<file path="src/hw/clock_output_stage_pkg.sv">
package clock_output_stage_pkg;

  // ==========================================================
  // Bus and datapath widths
  localparam int ADDR_W = 8;
  localparam int DATA_W = 32;
  localparam int DIV_W = 32;
  localparam int ADJ_W = 34;
  localparam int LEN_W = 35;
  localparam int PATH_SHIFT = 5;

  // ==========================================================
  // Register offsets inside one path window
  localparam logic [PATH_SHIFT-1:0] OFS_DIV = 5'h00;
  localparam logic [PATH_SHIFT-1:0] OFS_HIGH = 5'h04;
  localparam logic [PATH_SHIFT-1:0] OFS_STEP_LO = 5'h08;
  localparam logic [PATH_SHIFT-1:0] OFS_STEP_HI = 5'h0C;
  localparam logic [PATH_SHIFT-1:0] OFS_CTRL = 5'h10;
  localparam logic [PATH_SHIFT-1:0] OFS_STAT = 5'h14;

  // ==========================================================
  // Values after reset and length limits
  localparam logic [DIV_W-1:0] DIV_RST = 32'h0000_0002;
  localparam logic [DIV_W-1:0] HIGH_RST = 32'h0000_0000;
  localparam logic [DIV_W-1:0] DIV_MIN = 32'h0000_0002;
  localparam logic [LEN_W-1:0] LEN_MIN = 35'h0_0000_0002;
  localparam logic [LEN_W-1:0] LEN_ONE = 35'h0_0000_0001;

  // ==========================================================
  // Differential swing codes, nominal millivolts
  typedef enum logic [1:0] {
    SWING_410MV = 2'b00,
    SWING_600MV = 2'b01,
    SWING_750MV = 2'b10,
    SWING_900MV = 2'b11
  } swing_t;

  // Divider phase
  typedef enum logic {
    PH_LOW = 1'b0,
    PH_HIGH = 1'b1
  } phase_t;

  // ==========================================================
  // Pad settings carried to the buffer, bits 10:0 of control
  typedef struct packed {
    logic [2:0] supply_level_select;
    logic [2:0] crossing_level_select;
    logic [1:0] impedance_select;
    swing_t swing_select;
    logic diff_mode;
  } pad_cfg_t;

  // Control register, bits 12:0
  typedef struct packed {
    logic enable;
    logic invert_comp;
    pad_cfg_t pad;
  } ctrl_t;

  localparam int CTRL_W = $bits(ctrl_t);
  localparam logic [CTRL_W-1:0] CTRL_RST = 13'h0000;

endpackage

</file>
<file path="src/hw/clock_output_stage_divider.sv">
// The register addresses and the strobed register port were left to the implementer.
`timescale 1ns/1ps
// Notes on behaviour
// - Output equals source clock divided by ratio
// - Zero high width gives even duty
// - High width count sets high cycles
// - Shaped pulses are always high going
// - Duty shaping usable in every mode
// - Each path has its own phase step
// - Phase step stretches or trims halves
// - Shortening never below two high two low
// - One step reaches 2^33 high plus low
// - Signed step applied within one period
// - Even duty splits step across halves
// - Pulse mode puts step on low only
// - Unlimited successive steps accepted
// - Dual stage holds identical path copies
// - Single ended pins copy, optional inversion
// - Swing code selects 410 to 900 mV
// - Four impedance choices when single ended
module clock_output_stage_divider
  import clock_output_stage_pkg::*;
#(
  parameter int NUM_PATHS = 2
) (
  input wire logic clk_in,
  input wire logic rst_in,
  input wire logic [ADDR_W-1:0] addr_in,
  input wire logic [DATA_W-1:0] wdata_in,
  input wire logic wr_in,
  input wire logic rd_in,
  output logic [DATA_W-1:0] rdata_out,
  output logic [NUM_PATHS-1:0] true_pin_out,
  output logic [NUM_PATHS-1:0] comp_pin_out,
  output pad_cfg_t [NUM_PATHS-1:0] pad_cfg_out
);

  // ==========================================================
  // State types
  typedef struct packed {
    logic [DIV_W-1:0] div;
    logic [DIV_W-1:0] high_width;
    logic [1:0] step_hi;
    logic [ADJ_W-1:0] coarse_phase_step;
    logic pending;
    ctrl_t ctrl;
    phase_t phase;
    logic [LEN_W-1:0] cnt;
    logic [LEN_W-1:0] low_len;
    logic true_pin;
    logic comp_pin;
  } path_t;

  typedef struct packed {
    path_t [NUM_PATHS-1:0] path;
    logic [DATA_W-1:0] rdata;
  } state_t;

  state_t st_reg;
  state_t st_next;

  // Per path helpers, also watched by the checks
  logic [NUM_PATHS-1:0] start_w;
  logic [NUM_PATHS-1:0] apply_w;
  logic [NUM_PATHS-1:0] pulse_w;
  logic [NUM_PATHS-1:0][LEN_W-1:0] base_hi_w;
  logic [NUM_PATHS-1:0][LEN_W-1:0] base_lo_w;
  logic [NUM_PATHS-1:0][LEN_W-1:0] load_hi_w;
  logic [NUM_PATHS-1:0][LEN_W-1:0] load_lo_w;

  // ==========================================================
  // Functions
  // Register select for one path and one offset
  function automatic logic reg_hit(input logic [ADDR_W-1:0] addr,
                                   input int p,
                                   input logic [PATH_SHIFT-1:0] ofs);
    logic [ADDR_W-PATH_SHIFT-1:0] idx;
    idx = (ADDR_W-PATH_SHIFT)'(p);
    return (addr[ADDR_W-1:PATH_SHIFT] == idx) &&
           (addr[PATH_SHIFT-1:0] == ofs);
  endfunction

  // Ratios below two behave as two
  function automatic logic [LEN_W-1:0] eff_div(input logic [DIV_W-1:0] d);
    return (d < DIV_MIN) ? LEN_MIN : LEN_W'(d);
  endfunction

  // Pulse mode when a valid high width is set
  function automatic logic is_pulse(input logic [DIV_W-1:0] d,
                                    input logic [DIV_W-1:0] hw);
    return (hw != '0) && (LEN_W'(hw) < eff_div(d));
  endfunction

  // Never trim a half below two source periods
  function automatic logic [LEN_W-1:0] clamp_len(
      input logic signed [LEN_W:0] s);
    return (s < $signed({1'b0, LEN_MIN})) ? LEN_MIN : s[LEN_W-1:0];
  endfunction

  // ==========================================================
  // Next state
  always_comb begin
    logic signed [LEN_W:0] adj_x;
    logic signed [LEN_W:0] h_adj;
    logic signed [LEN_W:0] l_adj;
    logic wr_step;
    adj_x = '0;
    h_adj = '0;
    l_adj = '0;
    wr_step = 1'b0;
    st_next = st_reg;
    st_next.rdata = '0;
    start_w = '0;
    apply_w = '0;
    pulse_w = '0;
    base_hi_w = '0;
    base_lo_w = '0;
    load_hi_w = '0;
    load_lo_w = '0;
    for (int p = 0; p < NUM_PATHS; p++) begin
      // Register writes
      if (wr_in && reg_hit(addr_in, p, OFS_DIV)) begin
        st_next.path[p].div = wdata_in;
      end
      if (wr_in && reg_hit(addr_in, p, OFS_HIGH)) begin
        st_next.path[p].high_width = wdata_in;
      end
      if (wr_in && reg_hit(addr_in, p, OFS_STEP_HI)) begin
        st_next.path[p].step_hi = wdata_in[1:0];
      end
      if (wr_in && reg_hit(addr_in, p, OFS_CTRL)) begin
        st_next.path[p].ctrl = wdata_in[CTRL_W-1:0];
      end
      wr_step = wr_in && reg_hit(addr_in, p, OFS_STEP_LO);
      if (wr_step) begin
        st_next.path[p].coarse_phase_step = {st_reg.path[p].step_hi,
                                             wdata_in};
      end

      // Lengths for the coming period
      // pulse width or even halves
      pulse_w[p] = is_pulse(st_reg.path[p].div, st_reg.path[p].high_width);
      base_hi_w[p] = pulse_w[p] ? LEN_W'(st_reg.path[p].high_width)
                                : (eff_div(st_reg.path[p].div) >> 1);
      base_lo_w[p] = eff_div(st_reg.path[p].div) - base_hi_w[p];
      start_w[p] = st_reg.path[p].ctrl.enable &&
                   (st_reg.path[p].phase == PH_LOW) &&
                   (st_reg.path[p].cnt == '0);
      apply_w[p] = start_w[p] && st_reg.path[p].pending;
      adj_x = $signed({{(LEN_W+1-ADJ_W){
                 st_reg.path[p].coarse_phase_step[ADJ_W-1]}},
               st_reg.path[p].coarse_phase_step});
      if (pulse_w[p]) begin
        h_adj = '0;
        l_adj = adj_x;
      end else begin
        h_adj = adj_x >>> 1;
        l_adj = adj_x - h_adj;
      end
      load_hi_w[p] = apply_w[p]
        ? clamp_len($signed({1'b0, base_hi_w[p]}) + h_adj) : base_hi_w[p];
      load_lo_w[p] = apply_w[p]
        ? clamp_len($signed({1'b0, base_lo_w[p]}) + l_adj) : base_lo_w[p];

      st_next.path[p].pending = (st_reg.path[p].pending & ~apply_w[p]) |
                                wr_step;

      // Divider counter
      // high count then remainder low
      if (!st_reg.path[p].ctrl.enable) begin
        st_next.path[p].phase = PH_LOW;
        st_next.path[p].cnt = '0;
      end else begin
        case (st_reg.path[p].phase)
          PH_LOW: begin
            if (st_reg.path[p].cnt == '0) begin
              st_next.path[p].phase = PH_HIGH;
              st_next.path[p].cnt = load_hi_w[p] - LEN_ONE;
              st_next.path[p].low_len = load_lo_w[p];
            end else begin
              st_next.path[p].cnt = st_reg.path[p].cnt - LEN_ONE;
            end
          end
          PH_HIGH: begin
            if (st_reg.path[p].cnt == '0) begin
              st_next.path[p].phase = PH_LOW;
              st_next.path[p].cnt = st_reg.path[p].low_len - LEN_ONE;
            end else begin
              st_next.path[p].cnt = st_reg.path[p].cnt - LEN_ONE;
            end
          end
          default: begin
            st_next.path[p].phase = PH_LOW;
            st_next.path[p].cnt = '0;
          end
        endcase
      end

      // Pin levels
      // pulse is high on true pin
      st_next.path[p].true_pin = (st_next.path[p].phase == PH_HIGH);
      st_next.path[p].comp_pin = st_next.path[p].true_pin ^
        (st_next.path[p].ctrl.pad.diff_mode |
         st_next.path[p].ctrl.invert_comp);

      // Read data, zero when unmapped
      if (rd_in) begin
        if (reg_hit(addr_in, p, OFS_DIV)) begin
          st_next.rdata = st_reg.path[p].div;
        end
        if (reg_hit(addr_in, p, OFS_HIGH)) begin
          st_next.rdata = st_reg.path[p].high_width;
        end
        if (reg_hit(addr_in, p, OFS_STEP_LO)) begin
          st_next.rdata = st_reg.path[p].coarse_phase_step[DATA_W-1:0];
        end
        if (reg_hit(addr_in, p, OFS_STEP_HI)) begin
          st_next.rdata = {30'h0000_0000, st_reg.path[p].step_hi};
        end
        if (reg_hit(addr_in, p, OFS_CTRL)) begin
          st_next.rdata = {19'h0_0000, st_reg.path[p].ctrl};
        end
        if (reg_hit(addr_in, p, OFS_STAT)) begin
          st_next.rdata = {29'h0000_0000, pulse_w[p],
                           st_reg.path[p].true_pin, st_reg.path[p].pending};
        end
      end
    end
  end

  // ==========================================================
  // State register
  always_ff @(posedge clk_in or posedge rst_in) begin
    if (rst_in) begin
      st_reg <= '0;
      for (int p = 0; p < NUM_PATHS; p++) begin
        st_reg.path[p].div <= DIV_RST;
        st_reg.path[p].high_width <= HIGH_RST;
        st_reg.path[p].ctrl <= CTRL_RST;
      end
    end else begin
      st_reg <= st_next;
    end
  end

  // Outputs straight from the state register
  always_comb begin
    rdata_out = st_reg.rdata;
    for (int p = 0; p < NUM_PATHS; p++) begin
      true_pin_out[p] = st_reg.path[p].true_pin;
      comp_pin_out[p] = st_reg.path[p].comp_pin;
      pad_cfg_out[p] = st_reg.path[p].ctrl.pad;
    end
  end
endmodule // clock_output_stage_divider

</file>
<file path="config.mk">
export PLATFORM = sky130hd
export DESIGN_NAME = clock_output_stage_divider
export DESIGN_NICKNAME = d
export VERILOG_FILES = /design/src/hw/clock_output_stage_pkg.sv /design/src/hw/clock_output_stage_divider.sv
export SDC_FILE = /design/constraint.sdc
export NUM_CORES = 2
export LEC_CHECK = 0
export ABC_AREA = 1
export BUFFER_PORTS_ARGS = -buffer_cell sky130_fd_sc_hd__buf_2
export CORE_ASPECT_RATIO = 2
export CORE_MARGIN = 3
export CORE_UTILIZATION = 45
export DETAILED_ROUTE_END_ITERATION = 10
export PLACE_DENSITY_LB_ADDON = 0.08
export REMOVE_ABC_BUFFERS = 1
export SLEW_MARGIN = 10
export SYNTH_ARGS = -nofsm -noshare
export SYNTH_HDL_FRONTEND = slang
export SYNTH_SLANG_ARGS = --single-unit
</file>
<file path="constraint.sdc">
create_clock -name clk_in -period 32 [get_ports clk_in]
set_input_delay 4.8 -clock clk_in [delete_from_list [all_inputs] [get_ports clk_in]]
set_output_delay 4.8 -clock clk_in [all_outputs]
set_load 0.02 [all_outputs]
</file>
# After elaboration in Yosys (flattened, before gate mapping)

Index checks and enable logic that the tools add are counted.
Widths: inputs -> output; s select.

Register bits after elaboration: 404
Bits in latches: 0
RAM bits: 0
Memory bits (read-only): 0
Input port bits: 44
Output and inout port bits: 58
Word-level logic and storage cells: 155
Memories: 0

$add $sub $neg: 14
Multipliers: 0
Div/mod/pow operators: 0
Order comparisons: 8
Eq/ne operators: 6
Shifts and indexed selects: 0
Multiplexer cells: 44
Bitwise operators: 12
Reductions and logical operators: 38

Operator list:

| operator              | count |
|---|---|
| $mux 32               | 16 |
| $mux 35               | 12 |
| $mux 36               | 6 |
| $sub 35x1->35 const B | 6 |
| $lt 36x3->1 const B   | 4 |
| $pmux 36 s2           | 2 |
| $add 35x36->36        | 2 |
| $add 36x36->36        | 2 |
| $logic_not 35->1      | 2 |
| $lt 32x35->1          | 2 |
| $sub 32x34->35        | 2 |
| $sub 34x33->35        | 2 |
| $mux 34               | 2 |
| $lt 32x2->1 const B   | 2 |
| $reduce_bool 32->1    | 2 |
| $logic_and 1x1->1     | 30 |
| $mux 12               | 2 |
| $eq 5x4->1 const B    | 2 |
| $eq 5x5->1 const B    | 2 |
| $reduce_and 3->1      | 2 |
| $eq 5x3->1 const B    | 1 |
| $logic_not 5->1       | 1 |
| $mux 1                | 4 |
| $not 1->1             | 4 |
| 5 further kinds       | 10 |

# Longest topological paths before layout

Depth after elaboration: 16
Depth in mapped cells: 54
Gate-level depth less buffers: 52

# Worst setup path after synthesis

OpenSTA, ideal clock, no wires.

Path kind: register to register
From: register st_reg[401] (netlist name)
To: register st_reg[223] (netlist name)
Library setup time: 130 ps
Data arrival time: 7,547 ps
Required time: 31,870 ps
Slack: 24,323 ps
Cell stages (with the launch flop): 50
Buffers on the path: 4
Period minus slack after synthesis: 7,677 ps
Path through: dfrtp_1 > nor2_1 > nand4_1 > nor2_1 > nand2_1 > nand2_1 > inv_1 > ha_1 > nand2_1 > inv_1 > nand2_1 > nand2_1 > nand2_1 > nand2_1 > buf_2 > clkbuf_1 > clkbuf_1 > nand2_1 > [14 not listed] > a211oi_1 > xnor2_1 > ha_1 > nand2_1 > inv_1 > nand2_1 > nor3_1 > nand3_1 > o2111ai_1 > nand3_1 > o211ai_1 > a31oi_1 > o21ai_0 > xnor2_1 > nand4_1 > nand2_1 > buf_2 > o21ai_0

Longest elaborated chain between the ends: 10
Elaborated cells between the ends (all ways): 11
Those cells by class: add/sub (2); order compare (3); mux (5); reduce/logical (1)

Ends and longest elaborated chain:

| item                     | RTL line                          | RTL |
|---|---|---|
| start: declaration       | clock_output_stage_divider.sv:59  | `state_t st_reg;` |
| start signal: assignment | clock_output_stage_divider.sv:242 | `st_reg <= st_next;` |
| $lt 32x2->1              | clock_output_stage_divider.sv:85  | `return (d < DIV_MIN) ? LEN_MIN : LEN_W'(d);` |
| $mux 32 *                | clock_output_stage_divider.sv:85  |  |
| $lt 32x35->1             | clock_output_stage_divider.sv:91  | `return (hw != '0) && (LEN_W'(hw) < eff_div(d));` |
| $logic_and 1x1->1        | clock_output_stage_divider.sv:91  |  |
| $mux 34                  | clock_output_stage_divider.sv:143 | `base_hi_w[p] = pulse_w[p] ? LEN_W'(st_reg.path[p].high_width)` |
| $sub 32x34->35           | clock_output_stage_divider.sv:145 | `base_lo_w[p] = eff_div(st_reg.path[p].div) - base_hi_w[p];` |
| $add 36x36->36           | clock_output_stage_divider.sv:163 | `? clamp_len($signed({1'b0, base_lo_w[p]}) + l_adj) : base_lo_w[p];` |
| $lt 36x3->1              | clock_output_stage_divider.sv:97  | `return (s < $signed({1'b0, LEN_MIN})) ? LEN_MIN : s[LEN_W-1:0];` |
| $mux 35                  | clock_output_stage_divider.sv:97  |  |
| $mux 35 *                | clock_output_stage_divider.sv:163 |  |

Every way passes the cells marked *; elsewhere a longest branch is shown, timed or not.
A chain may end at the register's enable or synchronous reset.

# Worst setup path in the final report

From: register st_reg[217] (netlist name)
To: register st_reg[61] (netlist name)

Same word-level chain as after synthesis.

==> run_results.csv <==
group,metric,value,unit
worst_setup_path,max_stage_delay,0.72,ns
grt,grt_pass1_wl,301,mm
power,p_leak,0.0228,uW
timing,tns,0,ns
timing,skew,0.0250,ns
clocking,hold_buffers,0,
clocking,cts-buffers-inserted,43,
logic_synthesis,ys_warn_count,0,
placement,hpwl,173,mm
grt,grt_pass1_vias,47400,
clocking,clk_pin_slew,0.07,ns
power,ir_drop,168,uV
final_layout,final_cell_area,45000,um2
clocking,cts_max_level,2,
placement,io_buffers,101,
clocking,post-cts-setup-buffers,0,
timing,final-hold-violation-count,0,
final_layout,largest_register_ffs,346,
logic_synthesis,synth_area,42200,um2
timing,timing.fmax,86.6,MHz
grt,grtUsageTotal,0.420,
clocking,clockBufferDepth,3,
final_layout,area_growth_syn_to_layout,6.64,%
worst_setup_path,critical_path_arrival,12.02,ns
timing,rsz0062_at_grt,"false",
worst_setup_path,reg2reg_depth,48,
detailed_routing,drc_errors,0,
logic_synthesis,yosysSeqAreaShare,0.240,
clocking,cts_resized,0,
clocking,clockRootBuffer,"clkbuf_16",
power,p_seq_frac,0.128,
floorplanning,coreArea,92900,um2
final_layout,final_cell_mix,"nand2_1 (1444), inv_1 (849), nor2_1 (720)",
timing,period_share,0.361,
worst_setup_path,cp_slowest_cell,"a21boi_0",
detailed_routing,first_iter_violations,3159,
worst_setup_path,crit_path_frequent_cell,"nand2_1",
detailed_routing,totalWireLength,209,mm
worst_setup_path,crit_path_start_kind,"flop",
power,power_density,118,nW/um2
worst_setup_path,r2r_slack,20.45,ns
hold_path,hold_end,"pad_cfg_out[21]$_DFFE_PP0P_",
clocking,cts_tree,"yes",
worst_setup_path,r2r-start,"st_reg[217]$_DFFE_PP0P_",
logic_synthesis,synth_edf_count,0,
timing,setup_viol,0,
logic_synthesis,avgSynthCellArea,6.46,um2
detailed_routing,routed_via_density,5.91,
detailed_routing,drt_pre_antenna_iters,6,
grt,grt_antenna_before_repair,8,
worst_setup_path,crit_type,"reg2reg",
flow_run,maxCapViolations,0,
power,p_switching,3310,uW
run_status,status,"completed",
final_layout,nets,6830,
worst_setup_path,end_kind,"flop",
timing,drv_slew,0,
power,pwr-share-comb,0.764,
grt,overflow,0,
clocking,clk_latency,0.66,ns
logic_synthesis,async_flop_share,1.00,
worst_setup_path,timing.rr.end,"st_reg[61]$_DFFE_PP0P_",
final_layout,final_layout_size_suffix_gt1_frac,0.0597,
power,power,5310,uW
detailed_routing,vias,45400,
detailed_routing,ant_nets,0,
logic_synthesis,syn_inst,6526,
floorplanning,die_y,439,um
grt,grt_max_degree,142,
timing,fin_crit,11.55,ns
hold_path,min-delay-start,"pad_cfg_out[21]$_DFFE_PP0P_",
final_layout,final_common_cell,"nand2_1",
power,switching_share,0.623,
clocking,clock_sinks,404,
power,clockPowerShare,0.108,
worst_setup_path,required,32.48,ns
logic_synthesis,yosys_register_bits,404,
logic_synthesis,synth_cell_types,74,
floorplanning,ioPinCount,102,
detailed_routing,wl_per_cell,27.2,um
final_layout,post-route-util,0.484,
floorplanning,rows,158,
floorplanning,start_util,0.454,
floorplanning,dieArea,97700,um2
hold_path,min_delay_path_depth,2,
logic_synthesis,ys.flop_type,"dfrtp_1",
timing,relSlewSlack,0.110,
timing,worst_pin_slew,1.32,ns
power,p_int,2000,uW
placement,gp_congestion,1.13,
hold_path,hold_class,"reg2reg",
worst_setup_path,critPathMaxFanout,78,
floorplanning,die_w,222,um
placement,place_area,43400,um2
final_layout,nFillCells,10000,
## power groups by stage
stage | registers, uW | clock network, uW | logic, uW
2_1_floorplan | 653 | 0 | 2410
3_3_place_gp | 682 | 0 | 3870
3_5_place_dp | 682 | 0 | 3860
4_1_cts | 674 | 580 | 3880
5_1_grt | 684 | 597 | 4310
6_report | 678 | 574 | 4060
## worst max-delay path, delay by kind of cell (launching register included)
family | cells | cell delay [ns]
XOR/XNOR | 2 | 0.33
buffers and inverters | 7 | 1.09
AND/OR/NAND/NOR | 23 | 4.69
adder cells (fa/ha/maj) | 4 | 1.31
AO/OA/AOI/OAI | 12 | 3.50
flip-flops | 1 | 0.41
## cell type report
class / count / area [um2] / share of cell area
diodes: 8 / 20.0 / 0.000445
clock buffers: 54 / 1170 / 0.0260
clock inverters: 22 / 344 / 0.00765
inverters: 877 / 3300 / 0.0734
multi-input cells: 4953 / 27500 / 0.611
flip-flops and latches: 404 / 10100 / 0.225
well taps: 1200 / 1500 / 0.0334
repair buffers: 169 / 1030 / 0.0229
## layer usage
layer  GRT usage  wire [um]  share of wire
met1       0.319      57900           0.28
met2       0.784     108000           0.52
met3      0.0762      10100          0.048
met4       0.529      33300           0.16
met5           0         21        0.00010
## cell families after synthesis
kind of cell / count (synthesis) / synth area share
buf+inv: 1169 / 0.111
fa+ha+maj: 338 / 0.102
simple gates: 2820 / 0.284
flops: 404 / 0.240
mux: 1 / 0.000267
xor+xnor: 322 / 0.0669
compound gates: 1472 / 0.197
## worst max-delay path by stage
stage	startpoint	to	slack, ns	cells after the start
2_1_floorplan	rst_in	comp_pin_out[0]$_DFF_PP0_	15.97	1
3_3_place_gp	st_reg[217]$_DFFE_PP0P_	st_reg[65]$_DFFE_PP0P_	20.61	48
3_5_place_dp	st_reg[217]$_DFFE_PP0P_	st_reg[61]$_DFFE_PP0P_	20.64	48
4_1_cts	st_reg[217]$_DFFE_PP0P_	st_reg[61]$_DFFE_PP0P_	20.56	48
5_1_grt	st_reg[217]$_DFFE_PP0P_	st_reg[65]$_DFFE_PP0P_	19.72	48
6_report	st_reg[217]$_DFFE_PP0P_	st_reg[61]$_DFFE_PP0P_	20.45	48
## per-stage QoR
stage | hold slack (ns) | setup slack [ns] | std cells
floorplan | 0.471 | 15.97 | 6234
global placement | 0.489 | 20.61 | 7603
detailed placement | 0.497 | 20.64 | 7603
CTS | 0.509 | 20.56 | 7679
global route | 0.550 | 19.72 | 7684
finish | 0.509 | 20.45 | 7687
## cell usage after synthesis, types with 44 or more instances
master    count  area share
buf_4        62       0.011
dfrtp_1     402        0.24
a31oi_1      44      0.0065
nor3_1       66      0.0078
nor2_1      724       0.064
ha_1        330       0.098
clkbuf_1    206       0.018
nand2_1    1451        0.13
a21oi_1     502       0.060
nand4_1     109       0.016
o21ai_0     611       0.073
xor2_1      192       0.040
nand3_1     302       0.036
inv_1       851       0.076
xnor2_1     130       0.027
(Power assumes the default switching activity.)
